$ cat src/hdl/lpsdram_pkg.sv
// Shared constants and types for the low-power DRAM die and its controller.
`default_nettype none
package lpsdram_pkg;
  typedef logic [15:0] cnt_t;
  typedef logic [3:0]  cmd_t;
  typedef logic [1:0]  bank_t;
  typedef logic [13:0] row_t;

  // ---------------------------------------------------------------------
  // Timing, in nanoseconds at a 5 ns system clock
  // ---------------------------------------------------------------------
  localparam int CLK_PS    = 5000;
  localparam int T_WR_NS   = 15;
  localparam int T_RP_NS   = 18;
  localparam int T_RCD_NS  = 18;
  localparam int T_RFC_NS  = 72;
  localparam int T_MRD_NS  = 10;
  localparam int T_CKE_NS  = 10;
  localparam int T_PDEX_NS = 10;
  localparam int T_REF_NS  = 7800;
  localparam int T_INIT_US = 200;

  localparam cnt_t C_WR   = cnt_t'((T_WR_NS * 1000 + CLK_PS - 1) / CLK_PS);
  localparam cnt_t C_RP   = cnt_t'((T_RP_NS * 1000 + CLK_PS - 1) / CLK_PS);
  localparam cnt_t C_RCD  = cnt_t'((T_RCD_NS * 1000 + CLK_PS - 1) / CLK_PS);
  localparam cnt_t C_RFC  = cnt_t'((T_RFC_NS * 1000 + CLK_PS - 1) / CLK_PS);
  localparam cnt_t C_MRD  = cnt_t'((T_MRD_NS * 1000 + CLK_PS - 1) / CLK_PS);
  localparam cnt_t C_CKE  = cnt_t'((T_CKE_NS * 1000 + CLK_PS - 1) / CLK_PS);
  localparam cnt_t C_PDEX = cnt_t'((T_PDEX_NS * 1000 + CLK_PS - 1) / CLK_PS);
  localparam cnt_t C_REF  = cnt_t'(T_REF_NS * 1000 / CLK_PS);
  localparam int   C_INIT = (T_INIT_US * 1000000 + CLK_PS - 1) / CLK_PS;

  // Link clock half period in system cycles, and exit spacing in link cycles.
  localparam cnt_t       CK_HALF     = 16'h0004;
  localparam logic [3:0] NOP_EXIT_CK = 4'h2;
  // Power down ends early enough that the late exit slot still fits.
  localparam cnt_t C_PDN_MAX = cnt_t'(C_REF - 2 * CK_HALF);

  // ---------------------------------------------------------------------
  // Command encodings as {cs_n, ras_n, cas_n, we_n}
  // ---------------------------------------------------------------------
  localparam cmd_t CMD_MRS   = 4'h0;
  localparam cmd_t CMD_REF   = 4'h1;
  localparam cmd_t CMD_PRE   = 4'h2;
  localparam cmd_t CMD_ACT   = 4'h3;
  localparam cmd_t CMD_WR    = 4'h4;
  localparam cmd_t CMD_NOP   = 4'h7;
  localparam cmd_t CMD_DESEL = 4'h8;

  localparam int    AP_BIT   = 10;
  localparam row_t  AP_ALL   = 14'h0400;
  localparam row_t  ROW_ZERO = 14'h0000;
  localparam bank_t BA_MRS   = 2'h0;
  localparam bank_t BA_EMRS  = 2'h2;
  localparam row_t  MR_VALUE = 14'h0000;
  localparam row_t  EMR_VALUE = 14'h0000;

  typedef enum logic [2:0] {
    OP_ACT, OP_WRITE, OP_PRE, OP_REF, OP_SREF, OP_PDN, OP_CSTOP, OP_WAKE
  } op_e;
endpackage
`default_nettype wire

$ cat src/hdl/lpsdram_link.sv
// Command, address and clock pins between controller and DRAM die.
`default_nettype none
interface lpsdram_link;
  import lpsdram_pkg::*;
  logic  ck;
  logic  ck_n;
  logic  cke;
  logic  cs_n;
  logic  ras_n;
  logic  cas_n;
  logic  we_n;
  bank_t ba;
  row_t  addr;

  modport ctrl (output ck, ck_n, cke, cs_n, ras_n, cas_n, we_n, ba, addr);
  modport die  (input  ck, ck_n, cke, cs_n, ras_n, cas_n, we_n, ba, addr);
endinterface
`default_nettype wire

$ cat src/hdl/lpsdram_ctrl_end.sv
// Controller end: link clock, power-up sequence and timed command issue.
// Summary of operation
// - Write with address bit ten precharges bank
// - Precharge after write recovery; bank then untouched
// - Activate only after precharge period elapsed
// - Refresh decoded from pins with clock enable
// - Refresh only when all banks idle
// - Refresh uses internal rows, leaves banks idle
// - Wait refresh cycle time after refresh
// - Self refresh decoded with clock enable low
// - Clock enable held low during self refresh
// - Clock may stop one cycle after entry
// - Die gates internal clock, self refreshes
// - Stable clock and no-ops before exit
// - Self refresh idle entry, minimum refresh time
// - Power down follows clock enable level
// - Idle banks; exit lead before activate
// - Power down ends within refresh interval
// - Power down lasts minimum, idle entry
// - Clock stop when idle, timed, enabled; stop is issued without checking banks idle
// - One no-op after clock restart
// - Power-up wait with no-ops, enable high
// - Precharge, two refreshes, mode, extended mode
// - Mode registers undefined until programmed
// - Mode writes only with banks idle
// - No bank reuse until precharge time
`default_nettype none
module lpsdram_ctrl_end #(
  parameter int INIT_CYCLES = lpsdram_pkg::C_INIT
) (
  input  wire logic               clk,
  input  wire logic               arst_n,
  lpsdram_link.ctrl               link,
  input  wire logic               req,
  input  wire lpsdram_pkg::op_e   req_op,
  input  wire lpsdram_pkg::bank_t req_bank,
  input  wire lpsdram_pkg::row_t  req_row,
  input  wire logic               req_ap,
  output logic                    ready,
  output logic                    req_err,
  output logic                    init_done,
  output logic [3:0]              bank_open
);
  import lpsdram_pkg::*;

  typedef enum {
    C_PWRUP, C_IPRE, C_IREF, C_IMRS, C_IEMRS,
    C_RUN, C_SREF, C_PDN, C_CSTOP, C_WAKE
  } cst_e;

  cst_e       state;
  logic       ck;
  logic       ck_n;
  logic       cke;
  logic       ck_run;
  cnt_t       div;
  cmd_t       cmd;
  bank_t      ba;
  row_t       addr;
  cnt_t       wait_cnt;
  cnt_t       pdn_cnt;
  logic [1:0] ref_left;
  logic [3:0] nop_left;
  logic       pend;
  op_e        p_op;
  bank_t      p_bank;
  row_t       p_row;
  logic       p_ap;

  assign link.ck    = ck;
  assign link.ck_n  = ck_n;
  assign link.cke   = cke;
  assign link.cs_n  = cmd[3];
  assign link.ras_n = cmd[2];
  assign link.cas_n = cmd[1];
  assign link.we_n  = cmd[0];
  assign link.ba    = ba;
  assign link.addr  = addr;

  // -----------------------------------------------------------------------
  // Decode
  // -----------------------------------------------------------------------
  // Pins change only as the link clock falls, so the die sees them settled.
  wire slot      = ck_run & ck & (div == CK_HALF - 1'b1);
  wire waited    = wait_cnt == 16'h0000;
  wire all_idle  = bank_open == 4'h0;
  wire low_state = (state == C_SREF) | (state == C_PDN) | (state == C_CSTOP);
  wire take      = req & ready;
  wire need_idle = (p_op == OP_REF) | (p_op == OP_SREF) | (p_op == OP_PDN);
  wire legal     = ~(need_idle & ~all_idle) & (p_op != OP_WAKE);
  wire issue     = slot & waited & pend & (state == C_RUN);
  wire drop      = pend & low_state & (p_op != OP_WAKE);
  wire wake_stop = pend & waited & (p_op == OP_WAKE) & low_state & ~ck_run;
  wire pdn_exit  = slot & (state == C_PDN) & ((pend & waited &
                   (p_op == OP_WAKE)) | (pdn_cnt == 16'h0000));
  wire pend_clr  = issue | drop | wake_stop | (pdn_exit & pend);
  wire op_act    = issue & legal & (p_op == OP_ACT);
  wire op_wr     = issue & legal & (p_op == OP_WRITE);
  wire op_pre    = issue & legal & (p_op == OP_PRE);

  // -----------------------------------------------------------------------
  // Link clock divider
  // -----------------------------------------------------------------------
  always_ff @(posedge clk or negedge arst_n) begin
    if (!arst_n) begin
      div  <= 16'h0000;
      ck   <= 1'b0;
      ck_n <= 1'b1;
    end else if (!ck_run) begin
      div  <= 16'h0000;
      ck   <= 1'b0;
      ck_n <= 1'b1;
    end else if (div == CK_HALF - 1'b1) begin
      div  <= 16'h0000;
      ck   <= ~ck;
      ck_n <= ck;
    end else begin
      div  <= div + 1'b1;
    end
  end

  // -----------------------------------------------------------------------
  // Request holding
  // -----------------------------------------------------------------------
  always_ff @(posedge clk or negedge arst_n) begin
    if (!arst_n) begin
      pend   <= 1'b0;
      p_op   <= OP_ACT;
      p_bank <= 2'h0;
      p_row  <= 14'h0000;
      p_ap   <= 1'b0;
      ready  <= 1'b0;
    end else begin
      ready <= ((state == C_RUN) | low_state) & ~pend & ~take & waited;
      if (take) begin
        pend   <= 1'b1;
        p_op   <= req_op;
        p_bank <= req_bank;
        p_row  <= req_row;
        p_ap   <= req_ap;
      end else if (pend_clr) begin
        pend <= 1'b0;
      end
    end
  end

  always_ff @(posedge clk or negedge arst_n) begin
    if (!arst_n) begin
      bank_open <= 4'h0;
      req_err   <= 1'b0;
    end else begin
      req_err <= drop | (issue & ~legal);
      if (op_act) bank_open[p_bank] <= 1'b1;
      if (op_wr & p_ap) bank_open[p_bank] <= 1'b0;
      if (op_pre & p_ap) bank_open <= 4'h0;
      else if (op_pre) bank_open[p_bank] <= 1'b0;
    end
  end

  // -----------------------------------------------------------------------
  // Sequencer
  // -----------------------------------------------------------------------
  always_ff @(posedge clk or negedge arst_n) begin
    if (!arst_n) begin
      state     <= C_PWRUP;
      cke       <= 1'b1;
      ck_run    <= 1'b1;
      cmd       <= CMD_NOP;
      ba        <= 2'h0;
      addr      <= 14'h0000;
      wait_cnt  <= cnt_t'(INIT_CYCLES);
      pdn_cnt   <= 16'h0000;
      ref_left  <= 2'h2;
      nop_left  <= 4'h0;
      init_done <= 1'b0;
    end else begin
      if (!waited) wait_cnt <= wait_cnt - 1'b1;
      if (pdn_cnt != 16'h0000) pdn_cnt <= pdn_cnt - 1'b1;
      if (slot) cmd <= CMD_NOP;
      case (state)
        C_PWRUP: if (slot & waited) begin
          cmd      <= CMD_PRE;
          addr     <= AP_ALL;
          wait_cnt <= C_RP;
          state    <= C_IPRE;
        end
        C_IPRE, C_IREF: if (slot & waited) begin
          if (ref_left != 2'h0) begin
            cmd      <= CMD_REF;
            wait_cnt <= C_RFC;
            ref_left <= ref_left - 1'b1;
            state    <= C_IREF;
          end else begin
            cmd      <= CMD_MRS;
            ba       <= BA_MRS;
            addr     <= MR_VALUE;
            wait_cnt <= C_MRD;
            state    <= C_IMRS;
          end
        end
        C_IMRS: if (slot & waited) begin
          cmd      <= CMD_MRS;
          ba       <= BA_EMRS;
          addr     <= EMR_VALUE;
          wait_cnt <= C_MRD;
          state    <= C_IEMRS;
        end
        C_IEMRS: if (waited) begin
          init_done <= 1'b1;
          state     <= C_RUN;
        end
        C_RUN: if (issue & legal) begin
          case (p_op)
            OP_ACT: begin
              cmd      <= CMD_ACT;
              ba       <= p_bank;
              addr     <= p_row;
              wait_cnt <= C_RCD;
            end
            OP_WRITE: begin
              cmd      <= CMD_WR;
              ba       <= p_bank;
              addr     <= p_ap ? AP_ALL : ROW_ZERO;
              wait_cnt <= p_ap ? C_WR + C_RP : C_WR;
            end
            OP_PRE: begin
              cmd      <= CMD_PRE;
              ba       <= p_bank;
              addr     <= p_ap ? AP_ALL : ROW_ZERO;
              wait_cnt <= C_RP;
            end
            OP_REF: begin
              cmd      <= CMD_REF;
              wait_cnt <= C_RFC;
            end
            OP_SREF: begin
              cmd      <= CMD_REF;
              cke      <= 1'b0;
              wait_cnt <= C_RFC;
              state    <= C_SREF;
            end
            OP_PDN: begin
              cke      <= 1'b0;
              wait_cnt <= C_CKE;
              pdn_cnt  <= C_PDN_MAX;
              state    <= C_PDN;
            end
            OP_CSTOP: begin
              ck_run <= 1'b0;
              state  <= C_CSTOP;
            end
            default: state <= C_RUN;
          endcase
        end
        C_SREF, C_CSTOP: begin
          if (slot) ck_run <= 1'b0;
          if (wake_stop) begin
            ck_run   <= 1'b1;
            nop_left <= NOP_EXIT_CK;
            state    <= C_WAKE;
          end
        end
        C_PDN: if (pdn_exit) begin
          cke      <= 1'b1;
          wait_cnt <= C_PDEX;
          state    <= C_RUN;
        end
        C_WAKE: if (slot) begin
          if (nop_left != 4'h0) begin
            nop_left <= nop_left - 1'b1;
          end else begin
            if (!cke) begin
              cke      <= 1'b1;
              wait_cnt <= C_RFC;
            end
            state <= C_RUN;
          end
        end
        default: state <= C_RUN;
      endcase
    end
  end
endmodule
`default_nettype wire

$ cat src/flat_wrapper.sv
// flat-port wrapper written by rule: the top's interface ports become plain ports
module lpsdram_ctrl_end_flat import lpsdram_pkg::*;
#(
  parameter int INIT_CYCLES = lpsdram_pkg::C_INIT
)
  (clk, arst_n, req, req_op, req_bank, req_row, req_ap, ready, req_err, init_done, bank_open, link_ck, link_ck_n, link_cke, link_cs_n, link_ras_n, link_cas_n, link_we_n, link_ba, link_addr);
  lpsdram_link link_i ();
  input  wire logic clk;
  input  wire logic arst_n;
  input  wire logic req;
  input  wire lpsdram_pkg::op_e req_op;
  input  wire lpsdram_pkg::bank_t req_bank;
  input  wire lpsdram_pkg::row_t req_row;
  input  wire logic req_ap;
  output logic ready;
  output logic req_err;
  output logic init_done;
  output logic [3:0] bank_open;
  output wire logic [$bits(link_i.ck)-1:0] link_ck;
  output wire logic [$bits(link_i.ck_n)-1:0] link_ck_n;
  output wire logic [$bits(link_i.cke)-1:0] link_cke;
  output wire logic [$bits(link_i.cs_n)-1:0] link_cs_n;
  output wire logic [$bits(link_i.ras_n)-1:0] link_ras_n;
  output wire logic [$bits(link_i.cas_n)-1:0] link_cas_n;
  output wire logic [$bits(link_i.we_n)-1:0] link_we_n;
  output wire logic [$bits(link_i.ba)-1:0] link_ba;
  output wire logic [$bits(link_i.addr)-1:0] link_addr;
  assign link_ck = link_i.ck;
  assign link_ck_n = link_i.ck_n;
  assign link_cke = link_i.cke;
  assign link_cs_n = link_i.cs_n;
  assign link_ras_n = link_i.ras_n;
  assign link_cas_n = link_i.cas_n;
  assign link_we_n = link_i.we_n;
  assign link_ba = link_i.ba;
  assign link_addr = link_i.addr;
  lpsdram_ctrl_end #(.INIT_CYCLES(INIT_CYCLES)) u_core (.clk(clk), .arst_n(arst_n), .link(link_i), .req(req), .req_op(req_op), .req_bank(req_bank), .req_row(req_row), .req_ap(req_ap), .ready(ready), .req_err(req_err), .init_done(init_done), .bank_open(bank_open));
endmodule
$ cat config.mk
export PLATFORM = sky130hd
export DESIGN_NAME = lpsdram_ctrl_end_flat
export DESIGN_NICKNAME = d
export VERILOG_FILES = /design/src/hdl/lpsdram_pkg.sv /design/src/hdl/lpsdram_link.sv /design/src/hdl/lpsdram_ctrl_end.sv /design/src/flat_wrapper.sv
export SDC_FILE = /design/constraint.sdc
export NUM_CORES = 1
export LEC_CHECK = 0
export ABC_AREA = 1
export CAP_MARGIN = 15
export CORE_MARGIN = 4
export CORE_UTILIZATION = 50
export CTS_BUF_LIST = sky130_fd_sc_hd__clkbuf_4 sky130_fd_sc_hd__clkbuf_8
export DETAILED_ROUTE_END_ITERATION = 10
export DONT_BUFFER_PORTS = 1
export SLEW_MARGIN = 20
export SYNTH_ARGS = -nofsm -noshare
export SYNTH_HDL_FRONTEND = slang
export SYNTH_SLANG_ARGS = --single-unit
$ cat constraint.sdc
create_clock -name clk -period 2.1 [get_ports clk]
set_input_delay 0.105 -clock clk [delete_from_list [all_inputs] [get_ports clk]]
set_output_delay 0.105 -clock clk [all_outputs]
set_load 0.01 [all_outputs]
==> results.json <==
{
  "ys_seq_area_share_pct": 42.2,
  "hpwlAfterDp_um": 12000,
  "postLayoutSetupSlackWorst_ns": 0.0502,
  "drt_iter0_drc": 443,
  "cts-buffers-inserted": 9,
  "synthAdderAreaFrac_pct": 1.33,
  "outcome": "finished, violations left",
  "cts_hold_buffers": 20,
  "antenna_cells": 0,
  "core_sq_mm": 0.0127,
  "maxCapViolCount": 0,
  "comb_power_share_pct": 0.9,
  "max_slew_margin_pct": 65.8,
  "finalSetupViolCount": 0,
  "num_vias": 5678,
  "slowest_stage": "dfrtp_1",
  "synth.distinct_cells": 42,
  "ys_ff_latch": 110,
  "async_flop_share_pct": 100,
  "overflow": 0,
  "drive_gt1_share_pct": 21.1,
  "post_synth.cell_area_avg_sq_um": 7.58,
  "power_frac_seq_pct": 60.0,
  "regArea_sq_mm": 0.00277,
  "clock_sinks": 110,
  "rsz0062_at_grt": "true",
  "power.share.clock_pct": 39.1,
  "grtUsageTotal_pct": 22.3,
  "drt_pass1_iterations": 5,
  "synth-warning-count": 0,
  "p_sw_uw": 780,
  "grt_pass1_wl_um": 26500,
  "viasPerCell": 5.17,
  "finalHoldViolCount": 110,
  "crit_arrival_ns": 2.39,
  "syn_area_sq_mm": 0.00656,
  "final_cell_area_sq_mm": 0.00746,
  "finalClockSkew_ns": 0.00947,
  "crit_path_max_incr_delay_ns": 0.40,
  "hold_class": "in2async",
  "synthCells": 866,
  "fin_tns_setup_ns": 0,
  "crit_buf_inv": 2,
  "drv_slew": 0,
  "wirelength_um": 16100,
  "synth_xor_area_share_pct": 2.67,
  "fillers": 1214,
  "grt_pass1_vias": 5435,
  "die_x_um": 123,
  "cpLargestDelayFamily": "simple AND/OR/NAND/NOR gates",
  "clkSlewWorstSetupHoldPaths_ns": 0.11,
  "ir_worst_vdd_uv": 373,
  "area_growth_pct": 13.7,
  "worstMarginPinSlew_ns": 0.512,
  "die_area_sq_mm": 0.0150,
  "finish.utilization_pct": 58.7,
  "cts_max_path_buffers": 2,
  "fin_crit_ns": 2.05,
  "r2r_start": "u_core.wait_cnt[1]",
  "cts_tree": "done",
  "r2r_slack_ns": 0.05,
  "wl_per_cell_um": 14.6,
  "critPathMaxFanout": 6,
  "drc": 0,
  "place_area_sq_mm": 0.00692,
  "synthFlopType": "dfrtp_1",
  "cp-end-kind": "flop",
  "p_int_uw": 2750,
  "postSynthNetCount": 896,
  "crit_type": "reg2reg",
  "h-tree-depth": 3,
  "nets": 952,
  "achievable-frequency_mhz": 488,
  "worstSetupStartpointType": "flop",
  "holdWs_ns": -0.608,
  "synth_edf_count": 0,
  "antenna_found_initial": 0,
  "synth_top_family_by_area": "simple AND/OR/NAND/NOR gates",
  "place.gp.congestion": 0.986,
  "r2r_end": "u_core.state[1]",
  "pre_cts_ws_ns": -0.0258,
  "die-height_um": 123,
  "fp-row-count": 41,
  "clk_latency_ns": 0.39,
  "path_cells": "inv_1 > ha_2 > nand2_1 > nor2_1 > nand2_2 > nor2_8 > nand3_1 > nor2_2 > nor2_1 > nor2_2 > buf_4 > nand3_1 > nand2_1",
  "ff2ff_path_depth": 13,
  "ctsRootBufferMaster": "clkbuf_8",
  "multi_input_area_sq_mm": 0.00328,
  "ios": 53,
  "ant_nets": 0,
  "io_buffers": 0,
  "post-route-period-util_pct": 97.6,
  "required_ns": 2.44,
  "power_density_mw_per_mm2": 473,
  "yosys.area_share.simple_pct": 34.7,
  "violations": "hold timing",
  "p_leak_uw": 0.00389,
  "grt_max_degree": 111,
  "initial_core_util_pct": 51.6,
  "p_sw_share_pct": 22.1,
  "synth-compound-area-share_pct": 7.89,
  "synthMuxAreaShare_pct": 2.40
}
## final cells by class
cell class | instances | area share (%)
flip-flops and latches | 110 | 37.1
clock buffers | 10 | 1.84
clock inverters | 6 | 1.04
multi-input cells | 615 | 44.0
repair buffers | 54 | 6.44
well taps | 172 | 2.88
inverters | 132 | 6.74
## how the worst max path moves through the flow
stage | startpoint | to | slack [ns] | cells after the start
6_report | u_core.wait_cnt[1] | u_core.state[1] | 0.05 | 13
5_1_grt | u_core.wait_cnt[1] | u_core.state[1] | -0.04 | 13
4_1_cts | u_core.div[0] | u_core.bank_open[2] | 0.002 | 12
3_5_place_dp | u_core.div[0] | u_core.bank_open[3] | -0.03 | 10
3_3_place_gp | u_core.div[0] | u_core.bank_open[2] | 0.05 | 10
2_1_floorplan | u_core.wait_cnt[0] | u_core.link.addr[11] | 0.23 | 12
## metrics by stage
step / instances / power, uW / hold WS, ns
6_report: 1099 / 3530 / -0.608
5_1_grt: 1099 / 3670 / -0.652
4_1_cts: 1091 / 3600 / -0.638
3_5_place_dp: 1055 / 2160 / -0.186
3_3_place_gp: 1055 / 2160 / -0.187
2_1_floorplan: 866 / 2160 / -0.191
## timing repair
action,CTS,global route
setup buffers,0,7
endpoints found under the setup margin,4,60
resized for setup,1,16
endpoints found under the hold margin,130,110
gates cloned,0,1
pin swaps,0,6
## state kept, by name, summed over array words and instances, names as in the netlist, 4 cells and up
register and count:
u_core.link.addr 14, u_core.state 4, u_core.wait_cnt 16, u_core.div 16, u_core.pdn_cnt 16, u_core.bank_open 4
u_core.nop_left 4, u_core.p_row 14, u_core.cmd 4
## worst reg2reg max path: stages (launching register included)
cell     delay [ns]
dfrtp_1        0.40
inv_1          0.10
ha_2           0.21
nand2_1        0.06
nor2_1         0.11
nand2_2        0.10
nor2_8         0.16
nand3_1        0.12
nor2_2         0.18
nor2_1         0.09
nor2_2         0.20
buf_4          0.15
nand3_1        0.06
nand2_1        0.07
## synthesized netlist by cell type, types with 5 or more instances
| cell | number | area share, % |
|---|---|---|
| nand2_2 | 24 | 2.3 |
| ha_1 | 7 | 1.3 |
| buf_6 | 5 | 0.86 |
| a21oi_1 | 32 | 2.4 |
| nor3_1 | 15 | 1.1 |
| xnor2_1 | 5 | 0.67 |
| nor2_1 | 119 | 6.8 |
| nor2_2 | 17 | 1.6 |
| o21ai_2 | 14 | 1.9 |
| nand2_1 | 201 | 11 |
| mux2_2 | 14 | 2.4 |
| nand3_2 | 5 | 0.76 |
| nand3_1 | 60 | 4.6 |
| inv_1 | 104 | 5.9 |
| dfrtp_1 | 98 | 37 |
| o21ai_0 | 32 | 2.4 |
| inv_2 | 26 | 1.5 |
| xor2_1 | 15 | 2.0 |
| dfstp_2 | 12 | 4.8 |
| nor2_4 | 9 | 1.5 |
| nand4_1 | 19 | 1.8 |
## power by group through the flow
| stage | combinational [uW] | sequential, uW | clock [uW] |
|---|---|---|---|
| floorplan | 0.356 | 2160 | 0 |
| global route | 32.4 | 2120 | 1520 |
| global placement | 0.355 | 2160 | 0 |
| CTS | 29.9 | 2120 | 1450 |
| detailed placement | 0.355 | 2160 | 0 |
| finish | 30.3 | 2120 | 1380 |
## layout by cell type, fill, tap and decap left out, drive strengths merged, types with 12 or more instances in the layout
cell type and count:
nand2 227, nor2 147, inv 134, dfrtp 98, nand3 68, o21ai 48, buf 34, a21oi 32
dlygate4sd3 20, nand4 20, nor3 16, xor2 15, mux2 14, dfstp 12
## per-layer routing
metal,part of all wire [%],GRT usage [%],vias to the layer above
met1,44,29.2,2633
met2,48,36.3,177
met4,1.4,6.30,0
li1,-,-,2844
met3,6.8,6.18,24
met5,0,0,-
## logic make-up (layout without fill, tap and decap cells)
logic type,Yosys count,after routing
AO/OA/AOI/OAI,89,89
flip-flops,110,110
AND/OR/NAND/NOR,484,485
buffers and inverters,142,202
adder cells (fa/ha/maj),7,7
multiplexers,14,14
XOR/XNOR,20,20
Power figures use the tool's default switching activity.
